## src/common/i2cm_cfg.svh

```systemverilog
// timing and encoding constants for the two-wire bus master
`ifndef I2CM_CFG_SVH
`define I2CM_CFG_SVH
`define I2CM_CLK_MHZ 100
`define I2CM_SCL_QTR_CYC 250
`define I2CM_HOLD_LONG_NS 300
`define I2CM_HOLD_LONG_CYC ((`I2CM_HOLD_LONG_NS * `I2CM_CLK_MHZ + 999) / 1000)
`define I2CM_HOLD_SHORT_CYC 1
`define I2CM_CNT_W 16
`define I2CM_ACK_BIT 4'h8
`define I2CM_PIN_LOW 1'b0
`define I2CM_RELEASE 1'b1
`define I2CM_BYTE_RST 8'h00
`define I2CM_CNT_RST 16'h0000
`define I2CM_BIT_RST 4'h0
`endif

```

## src/common/i2cm_pkg.sv

```systemverilog
// types shared by the two-wire bus master
`include "i2cm_cfg.svh"
package i2cm_pkg;
   typedef logic [`I2CM_CNT_W-1:0] i2cm_cnt_type;
   // gray codes along idle, setup, start, park, low, high
   typedef enum logic [2:0] {
      ST_IDLE = 3'h0,
      ST_SETUP = 3'h1,
      ST_STRT = 3'h3,
      ST_PARK = 3'h2,
      ST_LOW = 3'h6,
      ST_HIGH = 3'h7,
      ST_LOST = 3'h5
   } i2cm_state_type;
   typedef enum logic [1:0] {
      OP_START = 2'h0,
      OP_WRITE = 2'h1,
      OP_READ = 2'h2,
      OP_STOP = 2'h3
   } i2cm_op_type;
   typedef struct packed {
      i2cm_op_type op;
      logic [7:0] data;
      logic ack_n;
   } i2cm_cmd_type;
   typedef struct packed {
      logic [7:0] data;
      logic nack;
      logic lost;
      logic coll;
      logic err;
   } i2cm_rsp_type;
   typedef struct packed {
      i2cm_state_type st;
      i2cm_cnt_type cnt;
      logic [3:0] bit_cnt;
      i2cm_op_type op;
      logic [7:0] shift;
      logic ack_n;
      logic scl_oe_n;
      logic sda_oe_n;
      logic scl_m;
      logic scl_s;
      logic sda_m;
      logic sda_s;
      logic scl_p;
      logic sda_p;
      logic low_seen;
      logic busy;
      logic cmd_ready;
      logic rsp_valid;
      i2cm_rsp_type rsp;
   } i2cm_regs_type;
endpackage

```

## src/hw/i2cm_master.sv

```systemverilog
// two-wire bus master: start/stop, byte framing, arbitration, collision
`timescale 1ns/1ps
`include "i2cm_cfg.svh"
module i2cm_master #(
   parameter int QTR_CYC = `I2CM_SCL_QTR_CYC
) (
   input wire logic CLK,
   input wire logic RESET,
   input wire logic LONG_HOLD_SELECT,
   input wire logic CMD_VALID,
   input wire i2cm_pkg::i2cm_cmd_type CMD,
   output logic CMD_READY,
   output logic RSP_VALID,
   output i2cm_pkg::i2cm_rsp_type RSP,
   output logic BUS_BUSY,
   input wire logic SCL_I,
   output logic SCL_O,
   output logic SCL_OE_N,
   input wire logic SDA_I,
   output logic SDA_O,
   output logic SDA_OE_N
);
   localparam i2cm_pkg::i2cm_cnt_type HALF = i2cm_pkg::i2cm_cnt_type'(2 * QTR_CYC);
   localparam i2cm_pkg::i2cm_cnt_type HOLD_LONG =
      i2cm_pkg::i2cm_cnt_type'(`I2CM_HOLD_LONG_CYC);
   localparam i2cm_pkg::i2cm_cnt_type HOLD_SHORT =
      i2cm_pkg::i2cm_cnt_type'(`I2CM_HOLD_SHORT_CYC);

   i2cm_pkg::i2cm_regs_type q;
   i2cm_pkg::i2cm_regs_type d;
   logic accept;
   logic start_det;
   logic stop_det;
   logic tx_now;
   logic bit_now;
   i2cm_pkg::i2cm_cnt_type hold;

   // level this master puts on data for the current bit; 1 means released
   function automatic logic cur_bit(input i2cm_pkg::i2cm_op_type op,
                                    input logic [3:0] bc,
                                    input logic [7:0] sh,
                                    input logic an);
      logic b;
      b = `I2CM_RELEASE;
      unique case (op)
         i2cm_pkg::OP_WRITE: b = (bc < `I2CM_ACK_BIT) ? sh[7] : `I2CM_RELEASE;
         i2cm_pkg::OP_READ: b = (bc < `I2CM_ACK_BIT) ? `I2CM_RELEASE : an;
         i2cm_pkg::OP_STOP: b = `I2CM_PIN_LOW;
         i2cm_pkg::OP_START: b = `I2CM_RELEASE;
      endcase
      return b;
   endfunction

   // whether this master is the transmitter of the current bit
   function automatic logic is_tx(input i2cm_pkg::i2cm_op_type op,
                                  input logic [3:0] bc);
      logic t;
      t = 1'b0;
      unique case (op)
         i2cm_pkg::OP_WRITE: t = (bc < `I2CM_ACK_BIT);
         i2cm_pkg::OP_READ: t = (bc == `I2CM_ACK_BIT);
         i2cm_pkg::OP_STOP: t = 1'b0;
         i2cm_pkg::OP_START: t = 1'b1;
      endcase
      return t;
   endfunction

   // bus condition decode on synchronised lines
   // start detect
   assign start_det = q.scl_s & q.scl_p & q.sda_p & ~q.sda_s;
   // stop detect; needs clock low first
   assign stop_det = q.scl_s & q.scl_p & ~q.sda_p & q.sda_s & q.low_seen;
   assign accept = CMD_VALID & q.cmd_ready;
   assign tx_now = is_tx(q.op, q.bit_cnt);
   assign bit_now = cur_bit(q.op, q.bit_cnt, q.shift, q.ack_n);
   // long hold when selected; short default
   // a long hold must stay below HALF or the bit loses its setup time
   assign hold = LONG_HOLD_SELECT ? HOLD_LONG : HOLD_SHORT;

   // next-state logic for the whole master
   always_comb begin
      d = q;
      d.rsp_valid = 1'b0;
      // three flops per pin; first stage feeds only the second
      d.scl_m = SCL_I;
      d.scl_s = q.scl_m;
      d.sda_m = SDA_I;
      d.sda_s = q.sda_m;
      d.scl_p = q.scl_s;
      d.sda_p = q.sda_s;
      if (start_det) begin
         d.low_seen = 1'b0;
      end else if (!q.scl_s) begin
         d.low_seen = 1'b1;
      end
      if (start_det) begin
         d.busy = 1'b1;
      end else if (stop_det) begin
         d.busy = 1'b0;
      end
      unique case (q.st)
         i2cm_pkg::ST_IDLE: begin
            d.scl_oe_n = `I2CM_RELEASE;
            d.sda_oe_n = `I2CM_RELEASE;
            if (accept) begin
               d.cnt = `I2CM_CNT_RST;
               if (CMD.op == i2cm_pkg::OP_START) begin
                  d.st = i2cm_pkg::ST_SETUP;
               end else begin
                  // no bus owned: anything but start is refused
                  d.rsp_valid = 1'b1;
                  d.rsp = '0;
                  d.rsp.err = 1'b1;
               end
            end
         end
         i2cm_pkg::ST_SETUP: begin
            d.cnt = q.cnt + 1'b1;
            // data already low before we drive it
            // a low clock counts too: someone else already owns the bus
            if (!q.sda_s || !q.scl_s) begin
               d.rsp_valid = 1'b1;
               d.rsp = '0;
               d.rsp.coll = 1'b1;
               d.st = i2cm_pkg::ST_LOST;
            end else if (q.cnt == HALF) begin
               d.cnt = `I2CM_CNT_RST;
               d.sda_oe_n = `I2CM_PIN_LOW;
               d.st = i2cm_pkg::ST_STRT;
            end
         end
         i2cm_pkg::ST_STRT: begin
            // data low with clock high, then clock low
            d.sda_oe_n = `I2CM_PIN_LOW;
            d.cnt = q.cnt + 1'b1;
            if (q.cnt == HALF) begin
               d.scl_oe_n = `I2CM_PIN_LOW;
               d.st = i2cm_pkg::ST_PARK;
               d.rsp_valid = 1'b1;
               d.rsp = '0;
            end
         end
         i2cm_pkg::ST_PARK: begin
            // bus owned, clock held low until the next command
            d.scl_oe_n = `I2CM_PIN_LOW;
            if (accept) begin
               d.op = CMD.op;
               d.shift = CMD.data;
               d.ack_n = CMD.ack_n;
               d.bit_cnt = `I2CM_BIT_RST;
               d.cnt = `I2CM_CNT_RST;
               d.st = i2cm_pkg::ST_LOW;
            end
         end
         i2cm_pkg::ST_LOW: begin
            // change data only while clock is low
            d.scl_oe_n = `I2CM_PIN_LOW;
            d.cnt = q.cnt + 1'b1;
            // ack slot releases data on a write; on a read it puts ack_n on data
            if (q.cnt == hold) begin
               d.sda_oe_n = bit_now;
            end
            if (q.cnt == HALF) begin
               d.cnt = `I2CM_CNT_RST;
               d.scl_oe_n = `I2CM_RELEASE;
               d.st = i2cm_pkg::ST_HIGH;
            end
         end
         i2cm_pkg::ST_HIGH: begin
            // stretched clock: count starts only once the line is high
            if (q.scl_s || q.cnt != `I2CM_CNT_RST) begin
               d.cnt = q.cnt + 1'b1;
            end
            // sample on rise; msb first into the shifter
            if (q.scl_s && q.cnt == `I2CM_CNT_RST && q.bit_cnt < `I2CM_ACK_BIT) begin
               d.shift = {q.shift[6:0], q.sda_s};
            end
            if (q.scl_s && q.cnt == `I2CM_CNT_RST && q.bit_cnt == `I2CM_ACK_BIT) begin
               d.rsp.nack = q.sda_s;
            end
            // mismatch loses; wired-and compare; collision
            // compare the enable really on the pin: after the first high sample
            // the shifter already holds the next bit
            if (q.scl_s && tx_now && q.sda_oe_n && !q.sda_s) begin
               // release clock as well, then wait for stop
               d.scl_oe_n = `I2CM_RELEASE;
               d.sda_oe_n = `I2CM_RELEASE;
               d.rsp_valid = 1'b1;
               d.rsp = '0;
               d.rsp.data = q.shift;
               d.rsp.lost = 1'b1;
               d.rsp.coll = 1'b1;
               d.st = i2cm_pkg::ST_LOST;
            end else if (q.cnt == HALF) begin
               d.cnt = `I2CM_CNT_RST;
               unique case (q.op)
                  i2cm_pkg::OP_STOP: begin
                     d.sda_oe_n = `I2CM_RELEASE;
                     d.st = i2cm_pkg::ST_IDLE;
                     d.rsp_valid = 1'b1;
                     d.rsp = '0;
                  end
                  i2cm_pkg::OP_START: begin
                     // repeated start from a released-high data line
                     d.sda_oe_n = `I2CM_PIN_LOW;
                     d.st = i2cm_pkg::ST_STRT;
                  end
                  default: begin
                     d.scl_oe_n = `I2CM_PIN_LOW;
                     // nine pulses: eight data plus ack
                     if (q.bit_cnt == `I2CM_ACK_BIT) begin
                        // read bytes repeat until stop or restart
                        d.st = i2cm_pkg::ST_PARK;
                        d.rsp_valid = 1'b1;
                        d.rsp.data = q.shift;
                        d.rsp.lost = 1'b0;
                        d.rsp.coll = 1'b0;
                        d.rsp.err = 1'b0;
                     end else begin
                        d.bit_cnt = q.bit_cnt + 1'b1;
                        d.st = i2cm_pkg::ST_LOW;
                     end
                  end
               endcase
            end
         end
         i2cm_pkg::ST_LOST: begin
            // hands off, retry only after a stop
            d.scl_oe_n = `I2CM_RELEASE;
            d.sda_oe_n = `I2CM_RELEASE;
            if (stop_det) begin
               d.st = i2cm_pkg::ST_IDLE;
            end
         end
         default: begin
            d.st = i2cm_pkg::ST_IDLE;
         end
      endcase
      // idle only when unowned and both lines high
      // ready drops the cycle after an accept so a held request is not taken twice
      d.cmd_ready = ((d.st == i2cm_pkg::ST_IDLE) && !d.busy && d.scl_s && d.sda_s)
                    || ((d.st == i2cm_pkg::ST_PARK) && !(q.st == i2cm_pkg::ST_PARK && accept));
      if (accept) begin
         d.cmd_ready = 1'b0;
      end
   end

   // single state register; pins reset released and high
   always_ff @(posedge CLK or posedge RESET) begin
      if (RESET) begin
         q <= '0;
         q.st <= i2cm_pkg::ST_IDLE;
         q.op <= i2cm_pkg::OP_START;
         q.scl_oe_n <= `I2CM_RELEASE;
         q.sda_oe_n <= `I2CM_RELEASE;
         q.scl_m <= 1'b1;
         q.scl_s <= 1'b1;
         q.sda_m <= 1'b1;
         q.sda_s <= 1'b1;
         q.scl_p <= 1'b1;
         q.sda_p <= 1'b1;
      end else begin
         q <= d;
      end
   end

   // open drain: driven value is always zero
   assign SCL_O = `I2CM_PIN_LOW;
   assign SDA_O = `I2CM_PIN_LOW;
   assign SCL_OE_N = q.scl_oe_n;
   assign SDA_OE_N = q.sda_oe_n;
   assign CMD_READY = q.cmd_ready;
   assign RSP_VALID = q.rsp_valid;
   assign RSP = q.rsp;
   assign BUS_BUSY = q.busy;
endmodule

```

## config.mk

```make
export PLATFORM = sky130hd
export DESIGN_NAME = i2cm_master
export DESIGN_NICKNAME = d
export VERILOG_FILES = /design/src/common/i2cm_pkg.sv /design/src/hw/i2cm_master.sv
export VERILOG_INCLUDE_DIRS = /design/src /design/src/common
export SDC_FILE = /design/constraint.sdc
export NUM_CORES = 1
export LEC_CHECK = 0
export BUFFER_PORTS_ARGS = -buffer_cell sky130_fd_sc_hd__buf_2
export CAP_MARGIN = 20
export CORE_ASPECT_RATIO = 0.8
export CORE_MARGIN = 4
export CORE_UTILIZATION = 59
export CTS_CLUSTER_DIAMETER = 80
export DETAILED_ROUTE_END_ITERATION = 8
export PLACE_DENSITY = 0.92
export SLEW_MARGIN = 25
export SYNTH_ARGS = -nofsm -noshare
export SYNTH_HDL_FRONTEND = slang
export SYNTH_SLANG_ARGS = --single-unit
```

## constraint.sdc

```tcl
create_clock -name CLK -period 3.7 [get_ports CLK]
set_input_delay 0.37 -clock CLK [delete_from_list [all_inputs] [get_ports CLK]]
set_output_delay 0.37 -clock CLK [all_outputs]
set_load 0.05 [all_outputs]
```

==> Word-level counts from Yosys, hierarchy flattened <==
Index checks and enable logic that the tools add are counted.
{ "op_classes": {"reduce_logical": 39, "n_mux": 55, "div": 0, "bitwise_logic": 9, "n_shift": 0, "n_lt_le_gt_ge": 1, "multipliers": 0, "n_eq_ne": 32, "n_addsub": 2} }
{ "op_table": {"columns": ["operator", "n"], "rows": [
  ["case mux 16 bit (6 select lines)", 1],
  ["2-to-1 mux 13 bit", 6],
  ["2-to-1 mux 19 bit", 3],
  ["case mux 13 bit (4 select lines)", 1],
  ["2-to-1 mux 34 bit", 1],
  ["2-to-1 mux 16 bit", 2],
  ["inequality test 2 bit (second input constant)", 13],
  ["2-to-1 mux 23 bit", 1],
  ["2-to-1 mux 3 bit", 7],
  ["case mux 3 bit (7 select lines)", 1],
  ["2-to-1 mux 20 bit", 1],
  ["case mux 9 bit (2 select lines)", 1],
  ["adder 16 x 1 -> 16 bit (second input constant)", 1],
  ["equality test 16 x 5 -> 1 bit", 1],
  ["equality test 16 x 9 -> 1 bit (second input constant)", 1],
  ["logical NOT 16 bit", 1],
  ["case mux 8 bit (2 select lines)", 1],
  ["nonzero test 16 bit", 1],
  ["2-to-1 mux 1 bit", 14],
  ["case mux 3 bit (2 select lines)", 2],
  ["AND reduction 6 bit", 2],
  ["logical AND 1 bit", 11],
  ["case mux 1 bit (5 select lines)", 2],
  ["nonzero test 5 bit", 2],
  ["other kinds (35)", 61]
]} }
{ "totals": {"inputBits": 17, "latchBits": 0, "ff_bits": 58, "mem_count": 0, "out_inout_bits": 19, "mem_bits_rw": 0, "rom_bits": 0} }

==> Depth between registers and ports, before layout <==
Gate-level depths: netlist of the first run.
{ "depth": {"depth_word": 13, "mapped_depth": 10, "ltp_nobuf": 8} }

==> Worst setup path after synthesis of the first run <==
Ideal clock, no wire load.
{ "synth_path": {"path_kind": "register to register", "start": "register q[39] (netlist name)", "end": "register q[44] (netlist name)", "t_required_ps": 3576, "period_less_slack_ps": 2576, "stages_incl_launch_ff": 10, "slack_ps": 1124, "arrival_time_ps": 2453, "path_cell_list": "dfrtp_1 inv_1 ha_1 or4b_2 nor4_1 o311a_1 o21a_2 buf_4 nor2_1 a211o_1"} }
{ "synth_via": {"elab_chain_cells": 6, "word_cells_on_any_way": 11, "classes_between": "add/sub: 1; eq/ne: 1; mux: 7; reduce/logical: 2"} }
{ "synth_rtl": {"columns": ["item", "line_no", "source"], "rows": [
  ["from (decl)", "i2cm_master.sv:29", "i2cm_pkg::i2cm_regs_type q;"],
  ["branches (longest 5 deep; another with adder 16 x 1 -> 16 bit)", null, null],
  ["case mux 16 bit (6 select lines) (*)", "i2cm_master.sv:101", "unique case (q.st)"]
]} }
Every way passes the cells marked *. The select of a mux whose other input is x is not followed.
A chain may end at the register's enable or synchronous reset.

==> Final worst setup path of the first run <==
{ "layout_path": {"start": "register q[40] (netlist name)", "end": "register q[48] (netlist name)"} }
The elaborated chain is that of the path after synthesis.

==> results.toml, run 1 <==
[power]
seq_power_share = 0.412
comb_power_share = 0.288
clkPwrFrac = 0.300
p_sw_uw = 734
p_sw_frac = 0.377
vdd_drop_max_mv = 0.452
power_leakage_uw = 0.00176
powerDensity_nw_per_um2 = 518
intPower_uw = 1210

[timing]
relSlewSlack = 0.418
finalSetupTns_ns = 0
whs_ns = 0.113
finalMaxSlewViolations = 0
finalClockSkew_ns = 0.0120
tightest_slew_ns = 0.872
hold_viol = 0
finalCritPeriodShare = 0.832
max_freq_mhz = 325
period_needed_ns = 3.08
setup_viol = 0
rsz0062_at_grt = "false"

[floorplanning]
die_y_um = 76.3
initial_core_util = 0.620
core_area_um2 = 5560
pin_count = 36
rows = 24
die_area_um2 = 7130
fp.dieW_um = 93.4

[synthesis]
yosysTopAreaCell = "dfrtp_1"
synth_top_cell_area_share = 0.363
synthTopCellsByCount = "dfrtp_1, nand2_1, o21ai_0, nor2_1"
syn-cell-area_um2 = 3440
ys_ff_latch = 58
synthArstFlopShare = 1.00
synth.most_common_cell = "dfrtp_1"
synth.distinct_cells = 59
synth.avg_cell_area_um2 = 8.90
postSynthCellCount = 387
synthTopCellsByArea = "dfrtp_1, dfstp_2, o21ai_0, nand2_1, a21oi_1"
synth.yosys.seq_area_share = 0.424
yosys_warnings = 0
synth_edf_count = 0
ys.flop_type = "dfrtp_1"

[critical_path]
cp_cell_sequence = "inv_1, ha_1, or4b_2, nor4_1, o311a_1, o21a_2, o21ai_0, a21o_2"
required_ns = 3.95
slowest_stage = "nor4_1"
critPathMaxFanout = 18
r2r_slack_ns = 0.62
critPathMaxStageDelay_ns = 0.63
critical_path_class = "flop to flop"
cp-end-kind = "flop"
critical_path.n_buffers_inverters = 1
arrival_ns = 3.33
critPathLaunchType = "flop"
cp_top_family = "simple AND/OR/NAND/NOR gates"

[drt]
post_drt_via_cell_ratio = 6.10
routed-via-count = 2970
drt_iter0_markers = 354
detail-route-antenna-nets = 0
drc = 0
wl_per_cell_um = 16.3
drtPass1Iterations = 5
drt_wl_total_um = 7930

[final_layout]
num_antenna_cells = 0
drive_gt1_frac = 0.191
area_delta_synth_final_pct = 9.01
n_fill_cell = 429
fin_nets = 430

[cts]
cts_resized = 0
cts_inserted_buffers = 9
cts_sinks = 58
clock_latency_ns = 0.35
htreeDepth = 3
postCtsHoldBufs = 0
cts_tree = "done"
clockRootBuffer = "clkbuf_8"
postCtsSetupRepairBufs = 0
clk_path_buf_depth = 2
clk_pin_slew_worst_paths_ns = 0.07

[place]
io_buffers = 33
hpwl_um = 5560
gp_congestion = 0.920

[global_routing]
grt_pass1_vias = 2792
antenna_found_initial = 0
grt_max_degree = 53
grt_pass1_wl_um = 13500
grt.total_usage = 0.238
grt.overflow.total = 0

[flow_run]
maxCapViolations = 0

[worst_hold_path]
min_path_type = "input pin to flop"

[status]
status = "finished, final reports clean"
state kept, by name (all words and copies together) (netlist names):
register and cells:
d 4, BUS_BUSY 1, CMD_READY 1, RSP 12, q 37, SDA_OE_N 1
RSP_VALID 1, SCL_OE_N 1
cell usage in the layout (no fill, tap or decap), types with 8 or more instances in the layout:
cell type,instances
nand2_1,44
and3_1,14
o21ai_0,39
dfrtp_1,50
clkbuf_8,9
dfstp_2,8
buf_2,33
ha_1,9
mux2i_1,9
nand3_1,15
a21oi_1,24
inv_1,23
nor2_1,25
power by group through the flow:
stage | clock, uW | sequential [uW] | combinational, uW
global placement | 0 | 801 | 528
detailed placement | 0 | 810 | 546
global route | 619 | 815 | 608
floorplan | 0 | 798 | 451
CTS | 592 | 798 | 550
finish | 583 | 801 | 561
cell families after synthesis:
logic type	share of synthesized area
xor gates and xnor gates	0.0102
adders and majority gates	0.0327
other	0.00109
and+or+nand+nor	0.224
DFF	0.424
muxes	0.0327
buffers and inverters	0.0821
AOI/OAI and AO/OA	0.193
path summary, 6_finish.rpt:
| check | end | depth (start not counted) | startpoint |
|---|---|---|---|
| worst min-delay path | d[18] | 1 | SDA_I |
| worst max register to register | q[48] | 8 | q[40] |
| max in group asynchronous | SDA_OE_N | 3 | RESET |
| worst max-delay path | q[48] | 8 | q[40] |
| min in group asynchronous | q[52] | 2 | RESET |
| worst min register to register | d[16] | 0 | d[18] |
stage by stage:
| step | std cells | worst slack, ns | instance area, um^2 | utilization | power (uW) |
|---|---|---|---|---|---|
| global route | 487 | 0.370 | 3750 | 0.676 | 2040 |
| detailed placement | 471 | 0.721 | 3550 | 0.639 | 1360 |
| floorplan | 388 | 1.12 | 3450 | - | 1250 |
| global placement | 471 | 0.921 | 3550 | 0.639 | 1330 |
| CTS | 487 | 0.711 | 3750 | 0.674 | 1940 |
| finish | 487 | 0.621 | 3750 | 0.676 | 1950 |
final cells by class:
cell class,count,area (um^2),area share
Multi-Input combinational cell,274,1710,0.457
Sequential cell,58,1460,0.389
Timing Repair Buffer,37,195,0.0520
Clock buffer,10,128,0.0340
Tap cell,78,97.6,0.0260
Inverter,24,91.3,0.0243
Clock inverter,6,66.3,0.0177
metal layers:
layer	share of wire	wire, um	vias to the layer above	GRT usage
met5	0	0	-	0
met4	0.027	212	0	0.0878
met3	0.091	721	34	0.0691
met2	0.45	3580	151	0.360
met1	0.43	3410	1392	0.324
li1	-	-	1393	-
No activity file was read; power rests on OpenSTA's default activity.
==> inputs of run 2 (changes only) <==
Settings changed: CORE_UTILIZATION 59 to 53, PLACE_DENSITY 0.92 to 0.88.
Clock period 3.7 ns to 2.53 ns, I/O delays scaled along.
==> run 2 against run 1 <==
Non-clock buffer count rose by 32. Final cell count rose by 7.2%. Clock skew fell by 0.0054 ns. Highest routed layer unchanged.
==> results.toml, run 2 (synthesized netlist as in run 1, its figures left out) <==
[power]
clkPwrFrac = 0.308
p_sw_uw = 1100
intPower_uw = 2000
comb_power_share = 0.333
power.total_uw = 3090
power_leakage_uw = 0.00195
p_sw_frac = 0.355
vdd_drop_max_mv = 0.484
seq_power_share = 0.359
powerDensity_nw_per_um2 = 757

[drt]
drc = 0
post_drt_via_cell_ratio = 5.95
drt_wl_total_um = 8520
drtPass1Iterations = 5
drt_iter0_markers = 501
detail-route-antenna-nets = 0
routed-via-count = 3105
wl_per_cell_um = 16.3

[final_layout]
area_delta_synth_final_pct = 18.7
drive_gt1_frac = 0.252
fin_nets = 462
layout_commonest_cell = "dfrtp_1"
regMostFlops = "q"
final_cell_mix = "dfrtp_1, nand2_1, o21ai_0"
n_fill_cell = 464
largest_register_ffs = 37
final_cell_area_um2 = 4090
num_antenna_cells = 0

[global_routing]
grt_pass1_vias = 2970
grt_pass1_wl_um = 14200
antenna_found_initial = 0
grt.total_usage = 0.230
grt_max_degree = 59
grt.overflow.total = 0

[worst_hold_path]
min_path_type = "input pin to flop"

[timing]
finalCritPeriodShare = 0.993
period_needed_ns = 2.51
post-route-worst-setup-slack_ns = 0.0181
finalSetupTns_ns = 0
setup_viol = 0
finalClockSkew_ns = 0.00652
max_freq_mhz = 398
tightest_slew_ns = 0.755
hold_viol = 0
rsz0062_at_grt = "true"
relSlewSlack = 0.490
finalMaxSlewViolations = 0

[cts]
htreeDepth = 3
cts_inserted_buffers = 9
clk_path_buf_depth = 2
clockRootBuffer = "clkbuf_8"
clk_pin_slew_worst_paths_ns = 0.07
cts_sinks = 58
cts_tree = "done"
clock_latency_ns = 0.35

[critical_path]
cp-end-kind = "flop"
critPathLaunchType = "flop"
r2r_slack_ns = 0.02
required_ns = 2.76
critical_path_class = "flop to flop"
critPathMaxFanout = 7
arrival_ns = 2.74

[floorplanning]
pin_count = 36
die_area_um2 = 7860
die_y_um = 80.1
initial_core_util = 0.565
fp.dieW_um = 98.1
rows = 25
core_area_um2 = 6100

[status]
status = "finished, final reports clean"

[flow_run]
maxCapViolations = 0

[place]
dp_slack_ns = -0.0578
io_buffers = 33
gp_congestion = 0.942
hpwl_um = 5790
dpl-instance-area_um2 = 3780
run 2: cell count changes in the layout (fill, tap and decap cells not counted), sizes merged:
cell / before / now
buf: 37 / 66
dlygate4sd3: 0 / 3
clkinvlp: 3 / 1
bufinv: 1 / 2
clkbuf: 10 / 11
run 2: timing repair:
item | CTS | global route
hold buffers | 3 | 0
endpoints found under the hold margin | 52 | 0
endpoints found under the setup margin | 1 | 15
buffers inserted | 0 | 1
gates resized for setup | 2 | 5
pin swaps | 0 | 1
run 2: cell type report:
cell class	count	area, um^2	share of cell area
multi-input cells	274	1760	0.430
flip-flops and latches	58	1460	0.358
repair buffers	69	459	0.112
clock buffers	11	141	0.0346
well taps	81	101	0.0248
inverters	24	90.1	0.0220
clock inverters	5	77.6	0.0190
run 2: power by group through the flow:
stage                     Sequential (uW)  Clock, uW  Combinational [uW]
after detailed placement             1120          0                 975
after floorplan                      1170          0                 666
after global routing                 1130       1010                1100
final                                1110        952                1030
after CTS                            1110        973                 994
after global placement               1120          0                 942
run 2: worst max-delay path: stages, from the launching register on:
cell and delay, ns:
dfrtp_1 0.38, or4_4 0.57, or4_4 0.51, a32oi_4 0.23, buf_6 0.15, nand2_2 0.10
and3_1 0.20, a221o_1 0.26
run 2: worst paths after layout:
kind                         start        to  cells past startpoint
hold reg to reg              d[18]     d[16]                      0
setup / recovery             q[48]     q[54]                      7
max in group asynchronous    RESET  SCL_OE_N                      4
setup reg to reg             q[48]     q[54]                      7
min in group asynchronous    RESET     q[57]                      4
hold / removal             CMD[10]     q[34]                      3
run 2: per-layer routing:
metal / up-vias / track usage / wire length, um
met5: - / 0 / 0
li1: 1454 / - / -
met4: 0 / 0.0913 / 175
met2: 162 / 0.352 / 3990
met3: 22 / 0.0720 / 791
met1: 1467 / 0.304 / 3560
run 2: stage by stage:
step	utilization	cells	hold slack, ns
3_3_place_gp	0.621	502	0.326
2_1_floorplan	-	388	0.257
4_1_cts	0.663	521	0.116
6_report	0.670	522	0.134
5_1_grt	0.670	522	0.140
3_5_place_dp	0.621	502	0.331
